**config.mk**
```make
export PLATFORM = sky130hd
export DESIGN_NAME = sdf_filter_top
export DESIGN_NICKNAME = d
export VERILOG_FILES = /design/src/hdl/sdf_pkg.sv /design/src/hdl/sdf_filter_top.sv
export VERILOG_INCLUDE_DIRS = /design/src /design/src/hdl
export SDC_FILE = /design/constraint.sdc
export NUM_CORES = 2
export LEC_CHECK = 0
export BUFFER_PORTS_ARGS = -buffer_cell sky130_fd_sc_hd__buf_2
export CELL_PAD_IN_SITES_DETAIL_PLACEMENT = 0
export CELL_PAD_IN_SITES_GLOBAL_PLACEMENT = 1
export CORE_ASPECT_RATIO = 1.5
export CORE_MARGIN = 3
export CORE_UTILIZATION = 52
export DETAILED_ROUTE_END_ITERATION = 10
export GPL_ROUTABILITY_DRIVEN = 1
export PLACE_DENSITY_LB_ADDON = 0.1
export SYNTH_ARGS = -nofsm -noshare
export SYNTH_HDL_FRONTEND = slang
export SYNTH_SLANG_ARGS = --single-unit
```
**constraint.sdc**
```tcl
create_clock -name I_CLOCK -period 162.3 [get_ports I_CLOCK]
set_input_delay 8.115 -clock I_CLOCK [delete_from_list [all_inputs] [get_ports I_CLOCK]]
set_output_delay 8.115 -clock I_CLOCK [all_outputs]
set_load 0.05 [all_outputs]
```
**src/hdl/sdf_consts.svh**
```systemverilog
// constant definitions for the sigma-delta filter and comparator block
`ifndef SDF_CONSTS_SVH
`define SDF_CONSTS_SVH
// register offsets (word indices on the plain port)
`define SDF_OFF_FILTER 4'h0
`define SDF_OFF_MODE 4'h1
`define SDF_OFF_FEATURE 4'h2
`define SDF_OFF_THRESH 4'h3
`define SDF_OFF_TCL 4'h4
`define SDF_OFF_THV 4'h5
`define SDF_OFF_ACC 4'h6
`define SDF_OFF_RCL 4'h7
`define SDF_OFF_RCV 4'h8
`define SDF_OFF_STATUS 4'h9
// reset values
`define SDF_RST_FILTER 16'h0007
`define SDF_RST_MODE 8'h00
`define SDF_RST_FEATURE 8'h00
`define SDF_RST_THRESH 16'h0000
`define SDF_RST_TCL 8'h01
`define SDF_RST_RCL 16'h0001
// field positions
`define SDF_FLT_DEC_HI 6
`define SDF_FLT_DEC_LO 0
`define SDF_FLT_MOD 7
`define SDF_FLT_AVG_HI 13
`define SDF_FLT_AVG_LO 8
`define SDF_FLT_RAVG 14
`define SDF_FLT_CHOP 15
`define SDF_MDE_PWR_HI 4
`define SDF_MDE_PWR_LO 3
`define SDF_MDE_REF 5
`define SDF_CFG_RCEN 0
`define SDF_CFG_CMP_HI 4
`define SDF_CFG_CMP_LO 3
`define SDF_CFG_ACC_HI 6
`define SDF_CFG_ACC_LO 5
// status bits
`define SDF_ST_CMP 0
`define SDF_ST_THC 1
`define SDF_ST_RC 2
`define SDF_ST_RDY 3
// fixed gains
`define SDF_GAIN_LP 10'd128
`define SDF_GAIN_LPP 10'd512
// base decimation: 512 kHz modulator / 64 = 8 kHz max rate
`define SDF_BASE_DEC 8'd64
`endif

```
**src/hdl/sdf_pkg.sv**
```systemverilog
// types shared by the sigma-delta filter and comparator block
package sdf_pkg;
    typedef enum logic [1:0] {SDF_PWR_NORMAL = 2'b00, SDF_PWR_LOW = 2'b01, SDF_PWR_LOWPLUS = 2'b10,
                              SDF_PWR_RSVD = 2'b11} sdf_pwr_t;
    typedef enum logic [1:0] {SDF_CMP_OFF = 2'b00, SDF_CMP_ON = 2'b01, SDF_CMP_CNT_DEC = 2'b10,
                              SDF_CMP_CNT_CLR = 2'b11} sdf_cmp_t;
    typedef enum logic [1:0] {SDF_ACC_OFF = 2'b00, SDF_ACC_ADD = 2'b01, SDF_ACC_SUB = 2'b10,
                              SDF_ACC_ABS = 2'b11} sdf_acc_t;
    typedef enum logic [2:0] {SDF_ST_INTEG = 3'b001, SDF_ST_AVG = 3'b010, SDF_ST_EMIT = 3'b100} sdf_fsm_t;
endpackage

```
**src/hdl/sdf_filter_top.sv**
```systemverilog
// sinc3 decimator with comparator, counters and accumulator for the current channel
`include "sdf_consts.svh"

// Overview of operation
// - mode register bits 4:3 pick normal, low power or low power plus.
// - low power plus forces amplifier gain to 512 whatever is programmed.
// - counter, comparator and accumulator keep working in both low power modes.
// - mode register bit 5 picks precision or low power reference.
// - comparator mode raises interrupt when result magnitude exceeds threshold.
// - extended mode counts threshold hits; interrupt when count reaches limit.
// - result counter enabled gates interrupt until limit conversions have completed.
// - 32-bit accumulator adds or subtracts results, set by config bits 6:5, readable.
// - one 16-bit filter register sets common sinc3 response for all channels.
// - decimation factor in bits 6:0, averaging factor in bits 13:8.
// - filter register resets to 0x0007, giving 1 kHz with options off.
// - sinc3 modify bit adds a second notch near 1.333 times first notch.
// - filter register 0x0000 gives maximum 8 kHz rate in normal mode.
// - running average bit averages each output with predecessor, same rate.
// - bit 15 enables chop; 0x1F/0x16 with chop gives about 10.9 Hz.
// - chop with 0x1D/0x3F gives about 4.2 Hz; 0x7F/0x3F gives the minimum normal rate, about 1 Hz.
// - low power mode clocks modulator at 131 kHz, rate about four times lower.
// - threshold counter increments at or above threshold, decrements or clears below.
// - result counter wraps at limit and clears when config or mode written.
// - low power mode forces amplifier gain to 128.
// - accumulator clears when disabled or when channel is reconfigured.
module sdf_filter_top #(
    parameter int DATA_W = 24
) (
    // clock, reset, enable
    input wire logic I_CLOCK,
    input wire logic I_SYS_RST,
    input wire logic i_CE,
    // register port
    input wire logic [3:0] i_ADDR,
    input wire logic [31:0] i_WDATA,
    input wire logic i_WR,
    input wire logic i_RD,
    output logic [31:0] o_RDATA,
    // modulator bit stream, one bit per strobe
    input wire logic i_MOD_BIT,
    input wire logic i_MOD_STB,
    // analog control and result
    output sdf_pkg::sdf_pwr_t o_PWR_MODE,
    output logic o_REF_LOWPOWER,
    output logic o_LP_CLK_SEL,
    output logic [9:0] o_GAIN,
    input wire logic [9:0] i_GAIN_PROG,
    output logic [15:0] o_RESULT,
    output logic o_RESULT_VLD,
    output logic o_IRQ
);
    import sdf_pkg::*;

    // ************************************************************
    // registers
    // ************************************************************
    logic [15:0] filter_cfg;
    logic [7:0] mode_reg;
    logic [7:0] feature_cfg;
    logic [15:0] thresh;
    logic [7:0] tcl;
    logic [7:0] thv;
    logic [31:0] acc;
    logic [15:0] rcl;
    logic [15:0] rcv;
    logic [3:0] status;

    // decode of the plain register port
    wire wr_filter = i_WR && i_ADDR == `SDF_OFF_FILTER;
    wire wr_mode = i_WR && i_ADDR == `SDF_OFF_MODE;
    wire wr_feature = i_WR && i_ADDR == `SDF_OFF_FEATURE;
    wire wr_thresh = i_WR && i_ADDR == `SDF_OFF_THRESH;
    wire wr_tcl = i_WR && i_ADDR == `SDF_OFF_TCL;
    wire wr_rcl = i_WR && i_ADDR == `SDF_OFF_RCL;
    wire wr_status = i_WR && i_ADDR == `SDF_OFF_STATUS;
    // writing mode or feature config counts as reconfiguring the channel
    wire reconfig = i_CE && (wr_mode || wr_feature);
    // a new filter setting also restarts the decimator, so the count never overshoots a shorter length
    wire restart = reconfig || (i_CE && wr_filter);

    wire [6:0] dec_factor = filter_cfg[`SDF_FLT_DEC_HI:`SDF_FLT_DEC_LO];
    wire [5:0] avg_factor = filter_cfg[`SDF_FLT_AVG_HI:`SDF_FLT_AVG_LO];
    wire sinc_mod = filter_cfg[`SDF_FLT_MOD];
    wire run_avg = filter_cfg[`SDF_FLT_RAVG];
    wire chop_en = filter_cfg[`SDF_FLT_CHOP];
    wire sdf_pwr_t pwr = sdf_pwr_t'(mode_reg[`SDF_MDE_PWR_HI:`SDF_MDE_PWR_LO]);
    wire sdf_cmp_t cmp_mode = sdf_cmp_t'(feature_cfg[`SDF_CFG_CMP_HI:`SDF_CFG_CMP_LO]);
    wire sdf_acc_t acc_mode = sdf_acc_t'(feature_cfg[`SDF_CFG_ACC_HI:`SDF_CFG_ACC_LO]);
    wire rc_en = feature_cfg[`SDF_CFG_RCEN];

    // register write process
    always_ff @(posedge I_CLOCK) begin
        if (I_SYS_RST) begin
            filter_cfg <= `SDF_RST_FILTER;
            mode_reg <= `SDF_RST_MODE;
            feature_cfg <= `SDF_RST_FEATURE;
            thresh <= `SDF_RST_THRESH;
            tcl <= `SDF_RST_TCL;
            rcl <= `SDF_RST_RCL;
        end else if (i_CE) begin
            if (wr_filter) filter_cfg <= i_WDATA[15:0];
            if (wr_mode) mode_reg <= i_WDATA[7:0];
            if (wr_feature) feature_cfg <= i_WDATA[7:0];
            if (wr_thresh) thresh <= i_WDATA[15:0];
            if (wr_tcl) tcl <= i_WDATA[7:0];
            if (wr_rcl) rcl <= i_WDATA[15:0];
        end
    end

    // ************************************************************
    // sinc3 decimator
    // ************************************************************
    // decimation length: (sf+1)*64 modulator bits; sf=0 gives 8 kHz at 512 kHz
    function automatic logic [14:0] dec_len(input logic [6:0] sf);
        dec_len = 15'((16'(sf) + 16'd1) * 16'(`SDF_BASE_DEC));
    endfunction

    // magnitude of a signed result as unsigned 16 bits, no saturation; -32768 gives 0x8000
    function automatic logic [15:0] mag16(input logic [15:0] v);
        mag16 = v[15] ? 16'(-v) : v;
    endfunction

    logic signed [DATA_W-1:0] int1, int2, int3;
    logic signed [DATA_W-1:0] dif1, dif2, dif3, dly3;
    logic signed [DATA_W-1:0] alt1;
    logic [14:0] dec_cnt;
    logic [5:0] avg_cnt;
    logic signed [DATA_W+5:0] avg_sum;
    logic chop_phase;
    logic [15:0] prev_out;
    logic [15:0] res_hold;
    sdf_fsm_t fsm;

    wire signed [DATA_W-1:0] bit_val = i_MOD_BIT ? DATA_W'(1) : -DATA_W'(1);
    wire dec_done = dec_cnt == dec_len(dec_factor) - 15'd1;
    // three-stage differentiator; modify option adds a delayed copy and halves the sum for an extra notch
    wire signed [DATA_W-1:0] comb1 = int3 - dif1;
    wire signed [DATA_W-1:0] comb2 = comb1 - dif2;
    wire signed [DATA_W-1:0] comb3 = comb2 - dif3;
    wire signed [DATA_W-1:0] sinc_out = sinc_mod ? DATA_W'(((DATA_W+1)'(comb3) + (DATA_W+1)'(dly3)) >>> 1) : comb3;
    // chop flips the sign on alternate decimations so offset cancels in the average
    wire signed [DATA_W-1:0] chopped = (chop_en && chop_phase) ? -sinc_out : sinc_out;
    wire signed [DATA_W+5:0] avg_next = avg_sum + (DATA_W+6)'(chopped);
    wire avg_done = avg_cnt == avg_factor;
    wire [15:0] avg_res = 16'((avg_next / $signed((DATA_W+6)'(32'(avg_factor) + 1))) >>> (DATA_W - 16));
    wire [15:0] ravg_res = 16'(({avg_res[15], avg_res} + {prev_out[15], prev_out}) >>> 1);
    wire [15:0] final_res = run_avg ? ravg_res : avg_res;

    // integrators run on every modulator strobe
    always_ff @(posedge I_CLOCK) begin
        if (I_SYS_RST || restart) begin
            int1 <= '0;
            int2 <= '0;
            int3 <= '0;
        end else if (i_CE && i_MOD_STB) begin
            int1 <= int1 + bit_val;
            int2 <= int2 + int1;
            int3 <= int3 + int2;
        end
    end

    // decimation, averaging and output state machine
    always_ff @(posedge I_CLOCK) begin
        if (I_SYS_RST || restart) begin
            fsm <= SDF_ST_INTEG;
            dec_cnt <= '0;
            avg_cnt <= '0;
            avg_sum <= '0;
            dif1 <= '0;
            dif2 <= '0;
            dif3 <= '0;
            dly3 <= '0;
            chop_phase <= 1'b0;
            prev_out <= '0;
            res_hold <= '0;
            o_RESULT_VLD <= 1'b0;
        end else if (i_CE) begin
            o_RESULT_VLD <= 1'b0;
            unique case (fsm)
                SDF_ST_INTEG: begin
                    if (i_MOD_STB) begin
                        dec_cnt <= dec_done ? 15'd0 : dec_cnt + 15'd1;
                        if (dec_done) fsm <= SDF_ST_AVG;
                    end
                end
                SDF_ST_AVG: begin
                    dif1 <= int3;
                    dif2 <= comb1;
                    dif3 <= comb2;
                    dly3 <= comb3;
                    chop_phase <= ~chop_phase;
                    avg_sum <= avg_done ? '0 : avg_next;
                    avg_cnt <= avg_done ? 6'd0 : avg_cnt + 6'd1;
                    if (avg_done) begin
                        res_hold <= final_res;
                        prev_out <= avg_res;
                        fsm <= SDF_ST_EMIT;
                    end else begin
                        fsm <= SDF_ST_INTEG;
                    end
                end
                SDF_ST_EMIT: begin
                    o_RESULT_VLD <= 1'b1;
                    fsm <= SDF_ST_INTEG;
                end
            endcase
        end
    end

    // result moves only together with the valid pulse; a restart keeps the last one standing
    always_ff @(posedge I_CLOCK) begin
        if (I_SYS_RST) begin
            o_RESULT <= '0;
        end else if (i_CE && !restart && fsm == SDF_ST_EMIT) begin
            o_RESULT <= res_hold;
        end
    end

    // ************************************************************
    // comparator, counters and accumulator
    // ************************************************************
    // these follow o_RESULT_VLD only, so power mode never disables them
    wire [15:0] res_mag = mag16(o_RESULT);
    wire above = res_mag >= thresh;
    wire cmp_hit = cmp_mode == SDF_CMP_ON && res_mag > thresh;
    wire [7:0] thv_up = (thv == 8'hff) ? thv : thv + 8'd1;
    wire [7:0] thv_dn = (cmp_mode == SDF_CMP_CNT_CLR || thv == 8'h00) ? 8'h00 : thv - 8'd1;
    wire [7:0] next_thv = above ? thv_up : thv_dn;
    wire cnt_mode = cmp_mode == SDF_CMP_CNT_DEC || cmp_mode == SDF_CMP_CNT_CLR;
    wire thc_hit = cnt_mode && next_thv == tcl;
    wire rc_wrap = rcv + 16'd1 >= rcl;
    wire rc_hit = rc_en && rc_wrap;
    wire [31:0] res_sx = {{16{o_RESULT[15]}}, o_RESULT};
    wire [31:0] next_acc = acc_mode == SDF_ACC_SUB ? acc - res_sx :
                           acc_mode == SDF_ACC_ABS ? acc + {16'h0000, res_mag} : acc + res_sx;

    // peripheral counters
    always_ff @(posedge I_CLOCK) begin
        if (I_SYS_RST) begin
            thv <= '0;
            rcv <= '0;
            acc <= '0;
        end else if (i_CE) begin
            if (reconfig) begin
                rcv <= '0;
                acc <= '0;
                thv <= '0;
            end else begin
                if (acc_mode == SDF_ACC_OFF) acc <= '0;
                else if (o_RESULT_VLD) acc <= next_acc;
                if (!cnt_mode) thv <= '0;
                else if (o_RESULT_VLD) thv <= next_thv;
                if (o_RESULT_VLD && rc_en) rcv <= rc_wrap ? 16'd0 : rcv + 16'd1;
            end
        end
    end

    // sticky status; event wins over a same-cycle clear; irq gated by result counter when enabled
    wire gate_ok = !rc_en || rc_hit;
    wire [3:0] ev = o_RESULT_VLD ? {1'b1, rc_hit, thc_hit && gate_ok, cmp_hit && gate_ok} : 4'h0;
    wire [3:0] next_status = (status & ~(wr_status ? i_WDATA[3:0] : 4'h0)) | ev;
    always_ff @(posedge I_CLOCK) begin
        if (I_SYS_RST) begin
            status <= '0;
            o_IRQ <= 1'b0;
        end else if (i_CE) begin
            status <= next_status;
            o_IRQ <= |next_status[`SDF_ST_RC:`SDF_ST_CMP];
        end
    end

    // ************************************************************
    // analog controls and read port
    // ************************************************************
    wire [9:0] next_gain = pwr == SDF_PWR_LOWPLUS ? `SDF_GAIN_LPP :
                           pwr == SDF_PWR_LOW ? `SDF_GAIN_LP : i_GAIN_PROG;
    wire [31:0] rd_mux = i_ADDR == `SDF_OFF_FILTER ? {16'h0000, filter_cfg} :
                         i_ADDR == `SDF_OFF_MODE ? {24'h000000, mode_reg} :
                         i_ADDR == `SDF_OFF_FEATURE ? {24'h000000, feature_cfg} :
                         i_ADDR == `SDF_OFF_THRESH ? {16'h0000, thresh} :
                         i_ADDR == `SDF_OFF_TCL ? {24'h000000, tcl} :
                         i_ADDR == `SDF_OFF_THV ? {24'h000000, thv} :
                         i_ADDR == `SDF_OFF_ACC ? acc :
                         i_ADDR == `SDF_OFF_RCL ? {16'h0000, rcl} :
                         i_ADDR == `SDF_OFF_RCV ? {16'h0000, rcv} :
                         i_ADDR == `SDF_OFF_STATUS ? {28'h0000000, status} : 32'h00000000;

    // outputs registered; read data valid one cycle after the strobe only
    always_ff @(posedge I_CLOCK) begin
        if (I_SYS_RST) begin
            o_RDATA <= '0;
            o_PWR_MODE <= SDF_PWR_NORMAL;
            o_REF_LOWPOWER <= 1'b0;
            o_LP_CLK_SEL <= 1'b0;
            o_GAIN <= '0;
        end else if (i_CE) begin
            o_RDATA <= i_RD ? rd_mux : 32'h00000000;
            o_PWR_MODE <= pwr;
            o_REF_LOWPOWER <= mode_reg[`SDF_MDE_REF];
            o_LP_CLK_SEL <= pwr != SDF_PWR_NORMAL;
            o_GAIN <= next_gain;
        end
    end
endmodule // sdf_filter_top

```
Yosys cells after proc, flatten, opt, wreduce, memory -nomap -nowiden --
Index checks and enable logic that the tools add are counted.
Word-level totals: bits in registers 451, output and inout port bits 64
Operators by class: $add $sub $neg 22, div/mod/pow operators 1, $lt $le $gt $ge 3, eq/ne operators 26, mux-type cells 42, bitwise operators 4, reductions and logical operators 47
Operator list (count):
- $mux W32 | 13
- $mux W16 | 7
- $add A24 B24 Y24 | 3
- $mux W24 | 3
- $sub A24 B24 Y24 | 3
- $mux W8 | 6
- $add A32 B16 Y32 | 1
- $add A32 B32 Y32 | 1
- $ge A16 B16 Y1 | 2
- $sub A32 B32 Y32 | 1
- $add A30 B24 Y30 | 1
- $div A30 B30 Y30 | 1
- $mux W30 | 1
- $add A24 B24 Y25 | 1
- $neg A24 Y24 | 1
- $mux W10 | 2
- $reduce_and A2 Y1 | 10
- $logic_and A1 B1 Y1 | 19
- $add A16 B16 Y17 | 1
- $add A16 B1 Y16 const B | 1
- $eq A4 B3 Y1 const B | 4
- $gt A16 B16 Y1 | 1
- $neg A16 Y16 | 1
- $add A15 B1 Y15 const B | 1
- 39 further kinds | 60

Longest topological paths before layout --
depth in word-level cells 12, depth in mapped cells 479, gate-level depth less buffers 448

Least setup slack after synthesis --
OpenSTA, ideal clock, no wires.
path kind register -> register, start point register int3[0], end point register res_hold[13], arrival time 86277 ps, setup slack 75890 ps, cell stages (with the launch flop) 462, path buffers 37, cells stage by stage dfxtp_1 inv_1 ha_1 inv_1 fa_1 xor2_1 ha_1 nor2b_1 o21ai_0 nand2b_1 a21o_1 a21o_1 a21o_1 a21o_1 a21o_1 a21o_1 a21o_1 a21o_1 [... 426 more ...] xnor2_1 fa_1 a21o_1 a21o_1 a21o_1 a21oi_1 o21bai_1 a21oi_1 o21bai_1 a21oi_1 o21bai_1 a21oi_1 nor2_1 o21a_1 or3_1 nand3_1 o21a_1 a21oi_1
Between the ends: word-level cells in the longest chain between the ends 11
Ends and longest elaborated chain:
- start, declared | line sdf_filter_top.sv:123 | logic signed [DATA_W-1:0] int1, int2, int3;
- start signal, assigned | line sdf_filter_top.sv:158 | int3 <= int3 + int2;
- $sub A24 B24 Y24 * | line sdf_filter_top.sv:137 | wire signed [DATA_W-1:0] comb1 = int3 - dif1;
- named net comb1[2] | line sdf_filter_top.sv:137
- $sub A24 B24 Y24 * | line sdf_filter_top.sv:138 | wire signed [DATA_W-1:0] comb2 = comb1 - dif2;
- named net comb2[18] | line sdf_filter_top.sv:138
- $sub A24 B24 Y24 * | line sdf_filter_top.sv:139 | wire signed [DATA_W-1:0] comb3 = comb2 - dif3;
- named net comb3[19] | line sdf_filter_top.sv:139
- $add A24 B24 Y25 | line sdf_filter_top.sv:140 | wire signed [DATA_W-1:0] sinc_out = sinc_mod ? DATA_W'(((DATA_W+1)'(comb3) + (DATA_W+1)'(dly3)) >>> 1) : comb3 ...
- $mux W24 * | line sdf_filter_top.sv:140
- $neg A24 Y24 | line sdf_filter_top.sv:142 | wire signed [DATA_W-1:0] chopped = (chop_en && chop_phase) ? -sinc_out : sinc_out;
- $mux W24 * | line sdf_filter_top.sv:142
- $add A30 B24 Y30 * | line sdf_filter_top.sv:143 | wire signed [DATA_W+5:0] avg_next = avg_sum + (DATA_W+6)'(chopped);
- $div A30 B30 Y30 * | line sdf_filter_top.sv:145 | wire [15:0] avg_res = 16'((avg_next / $signed((DATA_W+6)'(32'(avg_factor) + 1))) >>> (DATA_W - 16));
- named net avg_res[1] | line sdf_filter_top.sv:145
- $add A16 B16 Y17 * | line sdf_filter_top.sv:146 | wire [15:0] ravg_res = 16'(({avg_res[15], avg_res} + {prev_out[15], prev_out}) >>> 1);
- $mux W16 * | line sdf_filter_top.sv:147 | wire [15:0] final_res = run_avg ? ravg_res : avg_res;
- end signal, assigned | line sdf_filter_top.sv:195 | res_hold <= final_res;
- end, declared | line sdf_filter_top.sv:131 | logic [15:0] res_hold;
The timed path passes the listed nets; every way through them passes the cells marked *. A chain may end at the register's enable or synchronous reset.

Worst setup path in the final report --
Ends and elaborated chain as after synthesis.

==> results by group <==
Worst setup path
  – Worst reg2reg endpoint: res_hold[13]$_SDFFE_PP0P_
  – Start of the worst register-to-register path: int3[0]$_SDFFE_PP0P_
  – Start-to-end type of the worst setup path: reg -> reg
  – Critical path startpoint category: flip-flop
  – Type of element capturing the critical path: flip-flop
  – Slowest Stage Delay on Critical Path: 1030 ps
  – Most repeated library cell on the critical path: o21a_1
  – CP arrival: 102,020 ps
  – Worst Reg2Reg Path Length in Cells: 427
  – Count of buffer and inverter cells on the critical path: 13
  – Worst-path fanout max: 49
  – Register-to-register setup slack: 60,800 ps
  – Slowest CP cell: nor3_2
  – Worst endpoint required time: 162,820 ps
  – Crit path max-delay family: compound AO/OA/AOI/OAI gates

Worst hold path
  – Startpoint of the tightest hold check path: dif1[13]$_SDFFE_PP0P_
  – Cell depth of the worst hold path: 2
  – Hold endpoint: dif1[13]$_SDFFE_PP0P_
  – Type of the worst min-delay path: reg -> reg

STA
  – Unrepaired setup endpoints after global routing: false
  – Setup TNS: 0 ps
  – Final count of negative-setup-slack endpoints: 0
  – Number of pins exceeding their max-slew limit in the final report: 0
  – Time the final worst path needs with I/O delays and setup: 101,500 ps
  – Final critical-path share of the clock period: 62.54%
  – Achievable clock frequency: 9.852 MHz
  – Setup clock skew after layout: 60.59 ps
  – Total count of hold-check failures in the final report: 0
  – Slew Limit Headroom: 13.42%
  – Pin slew with the least headroom to its limit: 1299 ps

GRT
  – Initial antenna violation count: 0
  – Largest net degree at the start of global routing: 204
  – Number of global-route vias before repair: 47,290
  – Global router's overall resource usage: 29.15%
  – Total overflow reported by the global router: 0
  – Global-route wire length before repair: 238,200 µm

Clock network
  – Buffer count from post-CTS setup fixing: 0
  – TritonCTS Sinks: 451
  – Post-cts sizing count: 0
  – Cts bufs inserted: 49
  – H-tree levels: 2
  – Clock insertion delay at the later pin of the skew report: 660 ps
  – Clock tree from TritonCTS: done
  – Clock-pin slew on the worst setup and hold paths: 60 ps
  – Hold_buf cts: 0
  – Root buffer cell: clkbuf_16
  – CTS max path bufs: 3

Routing
  – DRC: 0
  – Number of vias per cell: 6.121
  – Antenna-violating nets left: 0
  – DRC marker count from the first detailed-route iteration: 2,526
  – DR vias: 48,440
  – DR WL/cell: 18.70 µm
  – Total routed wirelength: 148,000 µm
  – Drt pass-1 iters: 6

Floorplan
  – X dimension of the die: 256.4 µm
  – Initial cell density of the core: 52.56%
  – Die Height: 381.7 µm
  – Area enclosed by the die boundary: 97,870 µm²
  – Number of top-level design ports: 117
  – Floorplan Core Area: 93,080 µm²
  – Total number of placement rows: 137

Final layout
  – Area growth, synth to finish: 6.540%
  – Filler Cells Inserted: 9,178
  – Commonest non-fill, non-tap cell in the layout: nand2_1
  – Diode insertion count for antenna repair: 0
  – Number of nets in the final layout: 7,161
  – Registers with the highest flip-flop counts: acc (32), o_RDATA (32), avg_sum (30)
  – Ratio of cells with drive above 1 in the final layout: 6.590%
  – Highest-count cells in the layout ignoring fill and taps: 838 x nand2_1, 673 x nor2_1, 664 x a21oi_1, 474 x ha_1, 450 x dfxtp_1

Placed design
  – Number of port buffers: 100
  – HPWL reported at the end of detailed placement: 115,900 µm
  – Gp weighted congestion: 0.9193

Synthesis
  – Post-synth top flop: dfxtp_1
  – Syn. warnings: 0
  – Post-Synthesis Cells: 6,700
  – Syn_nets: 7,237
  – Number of distinct library cell variants in the gate-level netlist after synthesis: 136
  – Post-synthesis average cell area: 7.302 µm²
  – Share of flip-flops with an asynchronous set or reset after synthesis: 0%
  – Part of the Yosys area used for sequential elements: 18.46%
  – Number of synthesized flops with an enable pin: 0
  – Register bit count reported by yosys: 451
  – Syn Std Cell Area: 48,920 µm²

Status
  – Run status: complete, no violations

Job
  – Maximum Capacitance Violations: 0
## area by class of cell
class	count	area (µm²)	area share, %
clock inverters	20	311.5	0.5978
flip-flops and latches	451	9030	17.33
inverters	245	919.6	1.764
clock buffers	69	1381	2.650
well taps	1251	1565	3.003
repair buffers	157	947.2	1.817
multi-input cells	5720	37970	72.84
## through the flow
step	worst slack (ps)	utilization, %	hold WS [ps]	instance area [µm²]	cells
after floorplan	75890	-	429.9	48920	6700
after detailed placement	61760	54.18	445.5	50430	7824
final	60800	56.00	452.6	52120	7913
after CTS	61460	56.00	454.6	52120	7913
after global placement	62710	54.18	440.0	50430	7824
after global routing	52320	56.00	470.6	52120	7913
## layer usage
| layer | up-vias | part of all wire, % | routed length (µm) | track usage [%] |
|---|---|---|---|---|
| met3 | 356 | 3.3 | 4854 | 2.567 |
| met1 | 22820 | 37 | 54130 | 28.77 |
| met2 | 1003 | 54 | 80390 | 59.03 |
| met5 | - | 0 | 0 | 0 |
| met4 | 0 | 5.8 | 8585 | 15.73 |
| li1 | 24260 | - | - | - |
## kinds of logic after synthesis
family | synth area share (%)
AND/OR/NAND/NOR | 24.99
AO/OA/AOI/OAI | 27.74
buffers and inverters | 4.189
adder cells (fa/ha/maj) | 12.55
XOR/XNOR | 8.356
flip-flops | 18.46
multiplexers | 3.716
## worst register-to-register path: cells and delay by family (launching register included)
family          cells  cell delay (ps)
xor+xnor            7             1940
compound gates    219            45980
mux                10             3190
flops               1              340
fa+ha+maj          37            11850
simple gates      141            35920
buf+inv            13             2060
## cell usage after synthesis (39+ instances only)
master	instances	share of area, %
a211oi_1	72	1.1
a21o_1	154	2.4
a21oi_1	665	6.8
a22oi_1	105	1.6
a31oi_1	64	0.82
and2_1	61	0.78
and3_1	69	0.88
clkbuf_1	226	1.7
dfxtp_1	451	18
ha_1	474	12
inv_1	242	1.9
mux2_2	58	1.3
mux2i_1	109	2.2
nand2_1	839	6.4
nand2b_1	79	1.0
nand3_1	148	1.5
nand4_1	68	0.87
nor2_1	677	5.2
nor2b_1	73	0.93
nor3_1	240	2.5
nor4_1	39	0.50
o211ai_1	44	0.68
o21a_1	167	2.6
o21ai_0	255	2.6
o21bai_1	75	1.2
o31ai_1	78	1.2
or3_1	55	0.70
xnor2_1	270	4.8
xor2_1	187	3.3
## how the worst max path moves through the flow
stage	from	endpoint	depth (start not counted)
after CTS	int3[0]$_SDFFE_PP0P_	res_hold[13]$_SDFFE_PP0P_	427
after floorplan	int3[0]$_SDFFE_PP0P_	res_hold[13]$_SDFFE_PP0P_	461
after global routing	int3[0]$_SDFFE_PP0P_	res_hold[13]$_SDFFE_PP0P_	425
after detailed placement	int3[0]$_SDFFE_PP0P_	res_hold[13]$_SDFFE_PP0P_	426
final	int3[0]$_SDFFE_PP0P_	res_hold[13]$_SDFFE_PP0P_	427
after global placement	int3[0]$_SDFFE_PP0P_	res_hold[15]$_SDFFE_PP0P_	422
Power is not shown: default switching activity piles up to over one toggle a cycle in this logic, so the estimate is an artifact.
